`src/include/ccr_defines.svh`:
```
// ccr_defines.svh: field positions, reset values and selects of the capability words
// assumes: included by the design files by bare name
`ifndef CCR_DEFINES_SVH
`define CCR_DEFINES_SVH

`define CCR_SEL_W3 3'h3
`define CCR_SEL_W4 3'h4
`define CCR_SEL_W5 3'h5

`define CCR_W3_ISA_LO 14
`define CCR_W3_ISA_HI 15
`define CCR_ISA_BOTH_BASE 2'h2
`define CCR_ISA_BOTH_COMP 2'h3
`define CCR_W3_USER_LOCAL_PRESENT 13
`define CCR_W3_EXT_IRQ_CTRL_SUPPORT 6
`define CCR_W3_VECTORED_IRQ_SUPPORT 5
`define CCR_W3_SP 4
`define CCR_W3_SM 1
`define CCR_W3_TL 0

`define CCR_W4_M 31
`define CCR_W4_IE_LO 29
`define CCR_W4_IE_HI 30
`define CCR_IE_RESET 2'h2
`define CCR_W4_AE 28
`define CCR_W4_VTLB_LO 24
`define CCR_W4_VTLB_HI 27
`define CCR_VTLB_RESET 4'h0
`define CCR_W4_KSCR_LO 16
`define CCR_W4_KSCR_HI 23
`define CCR_KSCR_RESET 8'hfc
`define CCR_ASID_NARROW 8
`define CCR_ASID_WIDE 10

`define CCR_W5_M 31
`define CCR_W5_XNP 13
`define CCR_W5_DEC 11
`define CCR_W5_DBG_BREAK_KERNEL_ONLY 6
`define CCR_W5_MVH 5
`define CCR_W5_LLB 4
`define CCR_W5_NF 0
`define CCR_W5_WMASK 32'h0000_0040
`define CCR_W5_RSV_MASK 32'h7fff_d78e
`define CCR_W5_FIXED 32'h0000_2031
`define CCR_W4_NO_AE_MASK 32'hefff_ffff
`define CCR_W4_FIXED 32'hc0fc_0000

`endif

```
`src/include/ccr_pkg.sv`:
```
// ccr_pkg: types shared by the capability register bank
// assumes: ccr_defines.svh is on the include path
`default_nettype none
package ccr_pkg;
	typedef logic [31:0] ccr_word_t;
	typedef logic [2:0] ccr_sel_t;
endpackage
`default_nettype wire

```
`src/include/ccr_acc_if.sv`:
```
// ccr_acc_if: coprocessor-move access path between the bank and its word-five store
// assumes: single core clock domain
`default_nettype none
interface ccr_acc_if;
	import ccr_pkg::*;
	logic wr;
	ccr_sel_t sel;
	ccr_word_t wdata;
	ccr_word_t word5;
	modport bank (output wr, output sel, output wdata, input word5);
	modport store (input wr, input sel, input wdata, output word5);
endinterface
`default_nettype wire

```
`src/ccr_word5_store.sv`:
```
// ccr_word5_store: holds the only writable bit of the capability words
// assumes: writes come from the bank on the core clock
`default_nettype none
`include "ccr_defines.svh"
module ccr_word5_store (
	input wire logic clk_i,
	input wire logic rstn_i,
	ccr_acc_if.store acc
);
	import ccr_pkg::*;
	typedef struct packed {
		logic brk_kernel_only;
	} ccr_w5_state_t;
	ccr_w5_state_t st, next_st;

	always_comb begin
		next_st = st;
		if (acc.wr && acc.sel == `CCR_SEL_W5) begin
			next_st.brk_kernel_only = acc.wdata[`CCR_W5_DBG_BREAK_KERNEL_ONLY];
		end
	end

	always_ff @(posedge clk_i or negedge rstn_i) begin
		if (!rstn_i) begin
			st <= '0;
		end else begin
			st <= next_st;
		end
	end

	always_comb begin
		acc.word5 = '0;
		acc.word5[`CCR_W5_XNP] = 1'b1;
		acc.word5[`CCR_W5_DEC] = 1'b0;
		acc.word5[`CCR_W5_DBG_BREAK_KERNEL_ONLY] = st.brk_kernel_only;
		acc.word5[`CCR_W5_MVH] = 1'b1;
		acc.word5[`CCR_W5_LLB] = 1'b1;
		acc.word5[`CCR_W5_NF] = 1'b1;
	end
endmodule // ccr_word5_store
`default_nettype wire

```
`src/ccr_brk_gate.sv`:
```
// ccr_brk_gate: decides the fate of a software debug breakpoint
// assumes: privilege level is given by the pipeline in the same cycle
`default_nettype none
module ccr_brk_gate (
	input wire logic brk_exec_i,
	input wire logic kernel_mode_i,
	input wire logic kernel_only_i,
	output logic enter_debug_o,
	output logic resv_instr_o
);
	always_comb begin
		resv_instr_o = brk_exec_i && kernel_only_i && !kernel_mode_i;
		enter_debug_o = brk_exec_i && !resv_instr_o;
	end
endmodule // ccr_brk_gate
`default_nettype wire

```
`src/ccr_cap_regs.sv`:
```
// ccr_cap_regs: capability words three to five of the system-control coprocessor
// assumes: coprocessor moves arrive as one-cycle strobes in the core clock domain
// Overview of operation
// instruction-set field reads 2 for base boot, 3 for compressed boot
// user-local presence bit 13 of word three reads 1
// bit 6 follows the external interrupt controller attached input
// vectored interrupt bit 5 always reads 1
// small page bit 4 is fixed at 0
// smart-card extension bit 1 always reads 0
// trace logic bit 0 of word three reads 0
// bit 31 of word four reads 1, word five exists
// translation invalidate field resets to 10, both supported
// asid extend bit widens entry-high asid to 10 bits
// translation size extension bits 27:24 read 0
// kernel scratch map resets to 1111_1100, one bit per select
// bit 31 of word five always reads 0
// pair atomic absent bit 13 reads 1
// endian capability bit 11 reads 0, little-endian only
// kernel-only breakpoint bit resets 0, traps breakpoint outside kernel mode
// high-half move present bit 5 reads 1
// link bit present flag 4 reads 1
// nested fault present bit 0 reads 1
// reserved bits of word five read zero, software writes zero
// writes only change writable bits, and on the write cycle
`default_nettype none
`include "ccr_defines.svh"
module ccr_cap_regs (
	input wire logic clk_i,
	input wire logic rstn_i,
	input wire logic rd_i,
	input wire logic wr_i,
	input wire ccr_pkg::ccr_sel_t sel_i,
	input wire ccr_pkg::ccr_word_t wdata_i,
	output ccr_pkg::ccr_word_t rdata_o,
	input wire logic ext_irq_ctrl_attached_in,
	input wire logic compressed_boot_i,
	input wire logic asid_extend_i,
	input wire logic brk_exec_i,
	input wire logic kernel_mode_i,
	output logic enter_debug_o,
	output logic resv_instr_o,
	output logic [3:0] asid_width_o
);
	import ccr_pkg::*;
	typedef struct packed {
		ccr_word_t rdata;
		logic comp_boot;
		logic boot_seen;
	} ccr_top_state_t;
	ccr_top_state_t st, next_st;
	ccr_word_t word3, word4;
	ccr_acc_if acc();

	assign acc.wr = wr_i;
	assign acc.sel = sel_i;
	assign acc.wdata = wdata_i;

	ccr_word5_store u_store (
		.clk_i(clk_i),
		.rstn_i(rstn_i),
		.acc(acc)
	);

	ccr_brk_gate u_gate (
		.brk_exec_i(brk_exec_i),
		.kernel_mode_i(kernel_mode_i),
		.kernel_only_i(acc.word5[`CCR_W5_DBG_BREAK_KERNEL_ONLY]),
		.enter_debug_o(enter_debug_o),
		.resv_instr_o(resv_instr_o)
	);

	function automatic ccr_word_t pick(input ccr_sel_t s, input ccr_word_t w3, input ccr_word_t w4,
		input ccr_word_t w5);
		case (s)
			`CCR_SEL_W3: pick = w3;
			`CCR_SEL_W4: pick = w4;
			`CCR_SEL_W5: pick = w5;
			default: pick = '0;
		endcase
	endfunction

	always_comb begin
		word3 = '0;
		word3[`CCR_W3_ISA_HI:`CCR_W3_ISA_LO] = st.comp_boot ? `CCR_ISA_BOTH_COMP : `CCR_ISA_BOTH_BASE;
		word3[`CCR_W3_USER_LOCAL_PRESENT] = 1'b1;
		word3[`CCR_W3_EXT_IRQ_CTRL_SUPPORT] = ext_irq_ctrl_attached_in;
		word3[`CCR_W3_VECTORED_IRQ_SUPPORT] = 1'b1;
		word4 = '0;
		word4[`CCR_W4_M] = 1'b1;
		word4[`CCR_W4_IE_HI:`CCR_W4_IE_LO] = `CCR_IE_RESET;
		word4[`CCR_W4_AE] = asid_extend_i;
		word4[`CCR_W4_VTLB_HI:`CCR_W4_VTLB_LO] = `CCR_VTLB_RESET;
		word4[`CCR_W4_KSCR_HI:`CCR_W4_KSCR_LO] = `CCR_KSCR_RESET;
		asid_width_o = asid_extend_i ? 4'(`CCR_ASID_WIDE) : 4'(`CCR_ASID_NARROW);
	end

	always_comb begin
		next_st = st;
		if (rd_i) begin
			next_st.rdata = pick(sel_i, word3, word4, acc.word5);
		end
		// boot instruction set is caught once per reset, just after release
		next_st.boot_seen = 1'b1;
		next_st.comp_boot = st.boot_seen ? st.comp_boot : compressed_boot_i;
	end

	always_ff @(posedge clk_i or negedge rstn_i) begin
		if (!rstn_i) begin
			st <= '0;
		end else begin
			st <= next_st;
		end
	end

	assign rdata_o = st.rdata;
endmodule // ccr_cap_regs
`default_nettype wire

```
`config.mk`:
```
export PLATFORM = sky130hd
export DESIGN_NAME = ccr_cap_regs
export DESIGN_NICKNAME = d
export VERILOG_FILES = /design/src/include/ccr_pkg.sv /design/src/include/ccr_acc_if.sv /design/src/ccr_word5_store.sv /design/src/ccr_brk_gate.sv /design/src/ccr_cap_regs.sv
export VERILOG_INCLUDE_DIRS = /design/src /design/src/include
export SDC_FILE = /design/constraint.sdc
export NUM_CORES = 1
export LEC_CHECK = 0
export ABC_AREA = 1
export BUFFER_PORTS_ARGS = -buffer_cell sky130_fd_sc_hd__buf_4
export CORE_MARGIN = 2
export CORE_UTILIZATION = 53
export CTS_CLUSTER_SIZE = 16
export DETAILED_ROUTE_END_ITERATION = 8
export PLACE_DENSITY = 0.87
export SYNTH_ARGS = -nofsm -noshare
export SYNTH_HDL_FRONTEND = slang
export SYNTH_HIERARCHICAL = 1
export SYNTH_SLANG_ARGS = --single-unit
```
`constraint.sdc`:
```
create_clock -name clk_i -period 2.2 [get_ports clk_i]
set_input_delay 0.11 -clock clk_i [delete_from_list [all_inputs] [get_ports clk_i]]
set_output_delay 0.11 -clock clk_i [all_outputs]
set_load 0.01 [all_outputs]
```
==> metrics.md, run 1 <==
| Metric | Value |
|---|---|
| DRC marker count from the first detailed-route iteration | between 90 and 100 |
| Clock root buffer | sky130_fd_sc_hd__clkbuf_8 |
| Io pins | 82 |
| DRT met1 WL | approximately 1.3 mm |
| Final-report max-slew violation count | 0 |
| Detailed placer's ending HPWL | 2.15 mm |
| Setup TNS | 0 ps |
| Crit path max fanout | 4 |
| Run status | finished, final reports clean |
| Clock slew seen by the registers of the worst setup and hold paths | 70 ps |
| Highest routing layer actually used | met4 |
| Drc violations | 0 |
| Total of flip-flops plus latches after synthesis | 35 |
| Final Instance Count excl. Fillers | around 300 |
| Proportion of netlist area held by the largest area contributor | a little over two fifths |
| Met2 wire length | roughly 1.5 mm |
| Normalized max-slew margin | between 60% and 70% |
| Pwr per Cell Area | 731 nW/um2 |
| Most area-hungry cell type in the Yosys netlist | sky130_fd_sc_hd__dfrtp_1 |
| Warnings from Yosys | 6 |
| Port bufs | 47 |
| Setup bufs post-CTS | 0 |
| Global-route total usage across every layer | approximately 16% |
| Detailed Route WL | around 3 mm |
| TritonCTS clock tree | yes |
| Count of vias placed by the detailed router | roughly 1,300 |
| Count of TritonRoute iterations in the first routing pass | 4 |
| Endpoint class of the critical path | primary output |
| Final clock skew | between 0.07 and 0.08 ps |
| Clock tree sinks | 35 |
| Count of fill cells added during filler insertion | about 340 |
| Synth-to-layout area growth | 6.16% |
| Main area contributors after synthesis | sky130_fd_sc_hd__dfrtp_1 44%, sky130_fd_sc_hd__buf_4 25%, sky130_fd_sc_hd__nand2_1 15% |
| IR Drop Worst-Case VDD | between 0.4 and 0.5 mV |
| Unique masters post-synth | 19 |
| Register area share after synthesis | 43.5% |
| Share of the cycle needed by the critical path after routing | ~51% |
| Worst Hold Endpoint | st[1]$_DFFE_PN0N_ |
| Number of hold-slack violations in the final timing report | 0 |
| Synthesized instance count | 240 |
| Placed cell count | ~290 |
| Required time reported for the critical path endpoint | approximately 2100 ps |
| Worst hold path type | in2reg |
| Wire length of the first global-routing pass | 5.03 mm |
| Row count | 22 |
| Lkg Pwr | 1.25 nW |
| Area of the core region | 3660 um2 |
| Routed wire length per instance | 9.90 um |
| Total overflow reported by the global router | 0 |
| Footprint of the multi-input gates | 667 um2 |
| Count of nets after finishing | 297 |
| Max-cap viol count | 0 |
| Footprint of the flip-flops and latches | around 900 um2 |
| Via count of the first global-routing pass | 1,141 |
| Total met3 wirelength after detailed routing | about 150 um |
| Top library cells by usage in the layout, fill and taps aside | 79 x sky130_fd_sc_hd__nand2_1, 48 x sky130_fd_sc_hd__buf_4, 35 x sky130_fd_sc_hd__conb_1, 35 x sky130_fd_sc_hd__dfrtp_1, 9 x sky130_fd_sc_hd__nor2_1 |
| Clock latency on the worst-skew pair | 280 ps |
| Worst reg-to-reg setup slack | between 1000 and 1500 ps |
| Pin slew with the least headroom to its limit | 568 ps |
| Width of the die | about 66 um |
| Initial core utilization | 55.0% |
| Most common cell after layout, fill and taps aside | sky130_fd_sc_hd__nand2_1 |
| Number of H-tree levels | 2 |
| Worst Hold Depth | 2 |
| Clock period minus worst slack | approximately 1100 ps |
| Setup repair after global routing missed its margin | no |
| Buffer depth of the longest clock path | 2 |
| Endpoints failing setup | 0 |
| Antenna violations before repair | 0 |
| Startpoint type of the worst setup path | flop |
| Overall die area | approximately 4300 um2 |
| DR vias/cell | ~4.2 |
| Largest net degree at the start of global routing | 36 |
| Global placer's final weighted congestion | around 0.75 |
| Data arrival time of the worst path | 1000 ps |
| Combined area of all synthesized cells | a little over 2000 um2 |
| R2R Path Start | u_store/st$_DFFE_PN0P_ |
| Die H | 65.6 um |
| Clock buffer count from CTS | 5 |
| Startpoint of the tightest hold check path | compressed_boot_i |
| Total inserted antenna cells | 0 |
| Fraction of final layout cells with drive strength greater than 1 | around a quarter |
| Mean instance size in the synthesized netlist | approximately 8.4 um2 |
| Kind of critical path | reg2out |
| Number of routed nets with antenna violations | 0 |
| Count of cells along the worst register-to-register path | 4 |
| F_max | between 0.8 and 0.9 GHz |
| Terminus of the critical flop-to-flop path | rdata_o[6]$_DFFE_PN0P_ |
==> cells in the mapped netlist (all sizes together) <==
cell and number:
a21oi 1, buf 74, conb 4, dfrtp 35, inv 8, mux2 1, nand2 84, nand3 5
nand4 8, nor2 12, o21ai 8
==> worst max-delay path by stage <==
stage          slack, ps              startpoint  depth (start not counted)                 endpoint
6_report            1090  u_store/st$_DFFE_PN0P_                          2            enter_debug_o
5_1_grt             1040  u_store/st$_DFFE_PN0P_                          3             resv_instr_o
4_1_cts             1070  u_store/st$_DFFE_PN0P_                          2            enter_debug_o
3_5_place_dp        1000                    rd_i                          5  rdata_o[17]$_DFFE_PN0P_
3_3_place_gp         990                    rd_i                          5  rdata_o[17]$_DFFE_PN0P_
2_1_floorplan       1380  u_store/st$_DFFE_PN0P_                          2            enter_debug_o
==> cells by family (layout without fill, tap and decap cells) <==
group	after synthesis	after routing	synth area share, %
DFF	35	35	43.5
other	4	35	0.746
muxes	1	1	0.560
and+or+nand+nor	109	109	23.8
buffers and inverters	82	65	29.1
AOI/OAI and AO/OA	9	9	2.24
==> state kept, by name, summed over array words and instances (netlist names) <==
signal / flops
u_store/st: 1
st: 2
rdata_o: 32
==> what timing repair did <==
| action | CTS | global route |
|---|---|---|
| hold buffers | 1 | 0 |
| hold endpoints to repair | 35 | 0 |
| gates resized for setup | 0 | 0 |
==> metal layers <==
| layer | track usage (%) | up-vias |
|---|---|---|
| met2 | 28.4 | 35 |
| met3 | 3.60 | 6 |
| met4 | 7.81 | 0 |
| met5 | 0 | - |
| li1 | - | 658 |
| met1 | 17.1 | 573 |
==> final cells by class <==
cell class / count / area share (%)
inverter: 8 / 1.41
sequential: 35 / 41.0
multi-input combinational: 154 / 31.2
tap: 48 / 2.81
clock inverter: 2 / 2.81
timing repair buffer: 49 / 17.3
clock buffer: 6 / 3.40
==> power by group <==
group	switching [W]	leakage (nW)	internal [W]
combinational	0.000105	0.718	0.0000807
sequential	0.0000229	0.469	0.000680
clock	0.000220	0.0654	0.000453
total	0.000348	1.25	0.00121
==> stage by stage <==
step                setup WS (ps)  utilization, %  total power [W]  cell area [um2]  hold WS (ps)
finish                       1090            58.3          0.00156             2140          70.7
global route                 1040            58.3          0.00164             2140          60.0
CTS                          1070            58.3          0.00158             2140          63.2
detailed placement            999            54.4         0.000902             1990          86.4
global placement              993            54.4         0.000895             1990          84.0
floorplan                    1380               -         0.000893             2130          -186
==> worst max-delay path, stage by stage, from the launching register on <==
cell and delay, ps:
sky130_fd_sc_hd__dfrtp_1 420, sky130_fd_sc_hd__a21oi_1 170, sky130_fd_sc_hd__buf_4 140
Power figures use the tool's default switching activity.
==> run 2, diff against run 1 <==
--- a/config.mk
+++ b/config.mk
@@ -9,10 +9,10 @@
 export ABC_AREA = 1
 export BUFFER_PORTS_ARGS = -buffer_cell sky130_fd_sc_hd__buf_4
 export CORE_MARGIN = 2
-export CORE_UTILIZATION = 53
+export CORE_UTILIZATION = 45
 export CTS_CLUSTER_SIZE = 16
 export DETAILED_ROUTE_END_ITERATION = 8
-export PLACE_DENSITY = 0.87
+export PLACE_DENSITY = 0.78
 export SYNTH_ARGS = -nofsm -noshare
 export SYNTH_HDL_FRONTEND = slang
 export SYNTH_HIERARCHICAL = 1
==> constraint.sdc (replaced) <==
create_clock -name clk_i -period 0.9 [get_ports clk_i]
set_input_delay 0.045 -clock clk_i [delete_from_list [all_inputs] [get_ports clk_i]]
set_output_delay 0.045 -clock clk_i [all_outputs]
set_load 0.01 [all_outputs]
==> run 2 against run 1 <==
Against the previous run:
- the run now ends with negative setup slack left
- global-route usage shrank 1.6 points
- sequential power grew 140%
- critical endpoint unchanged
- first-iteration DRC count shrank 27%
- count of clock-buffer cells in the layout is the same
- routed wire length grew 6.5%
- register-to-register slack lost 1400 ps
- die area grew 17%
- highest routed layer unchanged
==> metrics.md, run 2 (synthesis results as in run 1) <==
| Metric | Value |
|---|---|
| Lkg Pwr | about 1.3 nW |
| Antenna violations before repair | 0 |
| Endpoints failing setup | 2 |
| Failing checks | negative setup slack |
| Footprint of the flip-flops and latches | 876 um2 |
| Detailed Route WL | ~3.2 mm |
| Detailed placer's ending HPWL | between 2 and 2.5 mm |
| Share of the cycle needed by the critical path after routing | 110% |
| Clock tree sinks | 35 |
| Startpoint type of the worst setup path | flop |
| Cell area after layout | about 2100 um2 |
| Row count | 24 |
| Width of the die | between 70 and 80 um |
| Clock root buffer | sky130_fd_sc_hd__clkbuf_8 |
| Largest net degree at the start of global routing | 36 |
| Total design power | approximately 0.0032 W |
| Final critical-path setup slack | -88.6 ps |
| Run status | finished with violations |
| Top library cells by usage in the layout, fill and taps aside | 79 x sky130_fd_sc_hd__nand2_1, 51 x sky130_fd_sc_hd__buf_4, 35 x sky130_fd_sc_hd__conb_1, 35 x sky130_fd_sc_hd__dfrtp_1, 9 x sky130_fd_sc_hd__nor2_1 |
| Io pins | 82 |
| Count of TritonRoute iterations in the first routing pass | 4 |
| Max-cap viol count | 0 |
| Clock latency on the worst-skew pair | about 280 ps |
| Worst Hold Depth | 3 |
| Worst reg-to-reg setup slack | about 40 ps |
| Count of fill cells added during filler insertion | between 400 and 500 |
| TritonCTS clock tree | yes |
| Port bufs | 47 |
| Fraction of final layout cells with drive strength greater than 1 | between 20% and 30% |
| Kind of critical path | reg2out |
| Global-route total usage across every layer | 14.1% |
| Crit path max fanout | 3 |
| Area of placed instances | 2030 um2 |
| Worst hold path type | in2reg |
| Number of hold-slack violations in the final timing report | 0 |
| Setup repair after global routing missed its margin | yes |
| Final clock skew | 5.00 ps |
| DRC marker count from the first detailed-route iteration | 69 |
| Max reg flops | 32 |
| Post-cts repair resize count | 0 |
| Worst Hold Endpoint | u_store/st$_DFFE_PN0P_ |
| Count of vias placed by the detailed router | 1,282 |
| Total inserted antenna cells | 0 |
| Clock period minus worst slack | slightly below 1000 ps |
| Drc violations | 0 |
| Routing usage on met2 | 22.2% |
| Overall die area | roughly 5000 um2 |
| Total overflow reported by the global router | 0 |
| GR Layer Usage met3 | under 10% |
| Endpoint class of the critical path | primary output |
| Terminus of the critical flop-to-flop path | rdata_o[6]$_DFFE_PN0P_ |
| Number of H-tree levels | 2 |
| Global placer's final weighted congestion | about 0.77 |
| Wire length of the first global-routing pass | ~5.6 mm |
| Required time reported for the critical path endpoint | around 850 ps |
| Count of nets after finishing | between 300 and 400 |
| Data arrival time of the worst path | 940 ps |
| Buffer depth of the longest clock path | 2 |
| Count of cells along the worst register-to-register path | 5 |
| Pwr per Cell Area | between 1500 and 2000 nW/um2 |
| Most common cell after layout, fill and taps aside | sky130_fd_sc_hd__nand2_1 |
| F_max | just over 1 GHz |
| Area of the core region | between 4000 and 5000 um2 |
| Busiest layer in global routing | met2 |
| IR Drop Worst-Case VDD | 0.824 mV |
| Final-report max-slew violation count | 0 |
| Hold Worst Slack | about 13 ps |
| Synth-to-layout area growth | 6.03% |
| DR vias/cell | between 4 and 5 |
| Clock slew seen by the registers of the worst setup and hold paths | approximately 70 ps |
| Startpoint of the tightest hold check path | wdata_i[6] |
| Die H | about 71 um |
| Clock buffer count from CTS | 5 |
| Number of routed nets with antenna violations | 0 |
| Via count of the first global-routing pass | 1,267 |
| R2R Path Start | u_store/st$_DFFE_PN0P_ |
| Initial core utilization | a little under half |
| Routed wire length per instance | approximately 10 um |
| Met1 capacity usage during global routing | 19.0% |
| Footprint of the multi-input gates | ~670 um2 |
-- run 2: cell types whose count changed in the layout (fill, tap and decap cells not counted) --
cell and delta:
sky130_fd_sc_hd__buf_12 +1, sky130_fd_sc_hd__dlygate4sd3_1 +1, sky130_fd_sc_hd__buf_4 +3, sky130_fd_sc_hd__bufinv_16 -2
-- run 2: final cells by class --
| cell class | instances | share of cell area (%) |
|---|---|---|
| Multi-Input combinational cell | 154 | 31.3 |
| Clock buffer | 6 | 3.40 |
| Tap cell | 52 | 3.05 |
| Inverter | 8 | 1.41 |
| Sequential cell | 35 | 41.1 |
| Timing Repair Buffer | 54 | 19.8 |
-- run 2: worst max path at each step --
stage                            from                      to  depth (start not counted)
2_1_floorplan  u_store/st$_DFFE_PN0P_  rdata_o[6]$_DFFE_PN0P_                          5
6_report       u_store/st$_DFFE_PN0P_           enter_debug_o                          2
3_3_place_gp                 sel_i[1]  rdata_o[0]$_DFFE_PN0P_                          6
3_5_place_dp                 sel_i[1]  rdata_o[0]$_DFFE_PN0P_                          6
4_1_cts        u_store/st$_DFFE_PN0P_           enter_debug_o                          2
5_1_grt        u_store/st$_DFFE_PN0P_            resv_instr_o                          3
-- run 2: critical path: stages (launching register included) --
cell                      delay [ps]
sky130_fd_sc_hd__dfrtp_1         400
sky130_fd_sc_hd__a21oi_1         140
sky130_fd_sc_hd__buf_4           140
-- run 2: what timing repair did --
action                                  in CTS  in global routing
setup buffers                                1                  2
hold buffers                                 2                  0
endpoints found under the hold margin       36                  0
gates cloned                                 0                  0
endpoints found under the setup margin       2                  4
pin swaps                                    1                  4
-- run 2: per-stage QoR --
stage               cells  utilization [%]  setup slack (ps)  setup TNS [ps]
CTS                   308             49.2             -87.3            -144
detailed placement    299             46.8              93.2               0
global placement      299             46.8               113               0
floorplan             271                -              99.7               0
finish                309             49.3             -88.6            -162
global route          309             49.3              -169            -325
-- run 2: per-layer routing --
| metal | vias to the layer above | routed length (um) |
|---|---|---|
| met3 | 5 | 210 |
| met2 | 38 | 1440 |
| met5 | - | 0 |
| met4 | 0 | 37 |
| met1 | 572 | 1490 |
| li1 | 667 | - |
-- run 2: report_power, final --
part / internal (W) / total (W) / switching (W)
logic: 0.000224 / 0.000492 / 0.000268
registers: 0.00166 / 0.00171 / 0.0000486
clock network: 0.000515 / 0.00103 / 0.000510
total: 0.00240 / 0.00323 / 0.000826
==> run 3, diff against run 2 <==
--- a/config.mk
+++ b/config.mk
@@ -8,7 +8,7 @@
 export LEC_CHECK = 0
 export ABC_AREA = 1
 export BUFFER_PORTS_ARGS = -buffer_cell sky130_fd_sc_hd__buf_4
-export CORE_MARGIN = 2
+export CORE_MARGIN = 4
 export CORE_UTILIZATION = 45
 export CTS_CLUSTER_SIZE = 16
 export DETAILED_ROUTE_END_ITERATION = 8
==> run 3 against run 2 <==
Against the previous run:
- largest power group unchanged
- count of clock-buffer cells in the layout decreased by 1
- the flow still finishes with violations (negative setup slack)
- critical path type unchanged
- critical path depth unchanged
- core utilization is 2.9 points higher
- via count rose by 2.3%
- clock skew is 4.7 ps lower
- sequential power is essentially flat
==> metrics.md, run 3 (synthesis results as in run 1) <==
| Metric | Value |
|---|---|
| Startpoint of the tightest hold check path | rd_i |
| Startpoint type of the worst setup path | flop |
| Final-report max-slew violation count | 0 |
| Area of the core region | ~4400 um2 |
| Die H | ~75 um |
| Capture point of the critical path | enter_debug_o |
| DR vias/cell | slightly above 4 |
| Detailed Route WL | approximately 3.3 mm |
| Io pins | just over 80 |
| Lkg Pwr | 1.33 nW |
| Worst path slowest cell | sky130_fd_sc_hd__dfrtp_1 |
| Worst hold path type | in2reg |
| Via count of the first global-routing pass | about 1,200 |
| Buffer depth of the longest clock path | 2 |
| Number of hold-slack violations in the final timing report | 0 |
| Width of the die | 74.9 um |
| Endpoints failing setup | 3 |
| Global-route total usage across every layer | 12.5% |
| Final clock skew | approximately 0.34 ps |
| Synth-to-layout area growth | 13.0% |
| Count of nets after finishing | about 310 |
| Count of vias placed by the detailed router | about 1,300 |
| Data arrival time of the worst path | 950 ps |
| R2R Path Start | u_store/st$_DFFE_PN0P_ |
| Failing checks | negative setup slack |
| Wire length of the first global-routing pass | about 5.4 mm |
| Count of cells along the worst register-to-register path | 5 |
| Global placer's final weighted congestion | between 0.6 and 0.7 |
| Share of the cycle needed by the critical path after routing | 111% |
| Clock slew seen by the registers of the worst setup and hold paths | approximately 80 ps |
| Antenna violations before repair | 0 |
| Number of routed nets with antenna violations | 0 |
| Crit path max fanout | 3 |
| Crit path from | u_store/st$_DFFE_PN0P_ |
| Count of TritonRoute iterations in the first routing pass | 4 |
| IR Drop Worst-Case VDD | just over 0.7 mV |
| Clock root buffer | sky130_fd_sc_hd__clkbuf_8 |
| Required time reported for the critical path endpoint | around 850 ps |
| Stages on worst setup path | 2 |
| Setup repair after global routing missed its margin | yes |
| Pwr per Cell Area | between 1500 and 2000 nW/um2 |
| Run status | finished with violations |
| Sequence of cells on the critical path | a21oi_2, buf_4 |
| TritonCTS clock tree | yes |
| Fraction of final layout cells with drive strength greater than 1 | around 30% |
| Final critical-path setup slack | -99.6 ps |
| Routed wire length per instance | just over 10 um |
| Placement-stage worst setup slack | about 20 ps |
| Clock period minus worst slack | roughly 1000 ps |
| Port bufs | 47 |
| DRC marker count from the first detailed-route iteration | 33 |
| Clock tree sinks | 35 |
| Overall die area | 5600 um2 |
| Total overflow reported by the global router | 0 |
| Total inserted antenna cells | 0 |
| Dominant delay contributor by cell family on the critical path | flip-flops |
| Clock buffer count from CTS | 5 |
| Worst reg-to-reg setup slack | 0 ps |
| Hold Worst Slack | between 40 and 50 ps |
| Row count | 24 |
| Detailed placer's ending HPWL | 2.34 mm |
| WP buf/inv | 1 |
| Top library cells by usage in the layout, fill and taps aside | 79 x sky130_fd_sc_hd__nand2_1, 55 x sky130_fd_sc_hd__buf_4, 35 x sky130_fd_sc_hd__conb_1, 35 x sky130_fd_sc_hd__dfrtp_1, 9 x sky130_fd_sc_hd__nor2_1 |
| Number of H-tree levels | 2 |
| Largest net degree at the start of global routing | 36 |
| Kind of critical path | reg2out |
| Endpoint class of the critical path | primary output |
| Initial core utilization | between 40% and 50% |
| Most common cell after layout, fill and taps aside | sky130_fd_sc_hd__nand2_1 |
| Clock latency on the worst-skew pair | 280 ps |
| F_max | around 1 GHz |
| Terminus of the critical flop-to-flop path | rdata_o[6]$_DFFE_PN0P_ |
| Max reg flops | 32 |
| Drc violations | 0 |
| Max-cap viol count | 0 |
| Critical Path Max Stage Delay | ~400 ps |
-- run 3: how the worst min path moves through the flow --
stage               slack [ps]  cells past startpoint                 endpoint
detailed placement          30                      1  rdata_o[22]$_DFFE_PN0P_
CTS                         40                      3  rdata_o[14]$_DFFE_PN0P_
global route                80                      3  rdata_o[14]$_DFFE_PN0P_
floorplan                 -250                      0   rdata_o[0]$_DFFE_PN0P_
finish                      50                      3  rdata_o[14]$_DFFE_PN0P_
global placement            10                      1  rdata_o[20]$_DFFE_PN0P_
-- run 3: what timing repair did --
action / CTS / global route
setup endpoints to repair: 2 / 16
hold endpoints to repair: 37 / 0
setup buffers: 1 / 8
hold buffers: 3 / 0
resized for setup: 1 / 5
pin swaps: 1 / 1
-- run 3: layout make-up --
| class | instances | area (um2) |
|---|---|---|
| multi-input combinational | 154 | 671 |
| fill | 422 | 2080 |
| tap | 52 | 65.1 |
| inverter | 8 | 30.0 |
| sequential | 35 | 876 |
| timing repair buffer | 64 | 519 |
| clock inverter | 3 | 43.8 |
| clock buffer | 5 | 68.8 |
-- run 3: metal layers --
metal  share of wire, %  wire [um]  vias up  global-route usage [%]
li1                   -          -      691                       -
met1                 44       1470      589                    16.0
met2                 49       1620       27                    19.6
met3                5.9        197        5                    4.27
met4               0.93         31        0                    4.15
met5                  0          0        -                       0
-- run 3: through the flow --
stage | utilization [%] | total power, W | setup TNS (ps) | cell area (um2) | std cells
3_5_place_dp | 46.9 | 0.00223 | 0 | 2040 | 301
5_1_grt | 52.2 | 0.00386 | -452 | 2270 | 321
6_report | 52.2 | 0.00365 | -172 | 2270 | 321
4_1_cts | 50.4 | 0.00367 | -210 | 2190 | 313
2_1_floorplan | - | 0.00218 | 0 | 2130 | 271
3_3_place_gp | 46.9 | 0.00221 | 0 | 2040 | 301
-- run 3: where the power goes --
part / switching [W] / total, W / internal [W] / leakage [nW]
Sequential: 0.0000547 / 0.00172 / 0.00166 / 0.469
Combinational: 0.000278 / 0.000543 / 0.000265 / 0.801
Clock: 0.000571 / 0.00140 / 0.000824 / 0.0581
Total: 0.000904 / 0.00365 / 0.00275 / 1.33
-- run 3: tightest hold or removal path: cells and delay by family --
family                 cells  cell delay (ps)
AND/OR/NAND/NOR            2              110
buffers and inverters      1              140
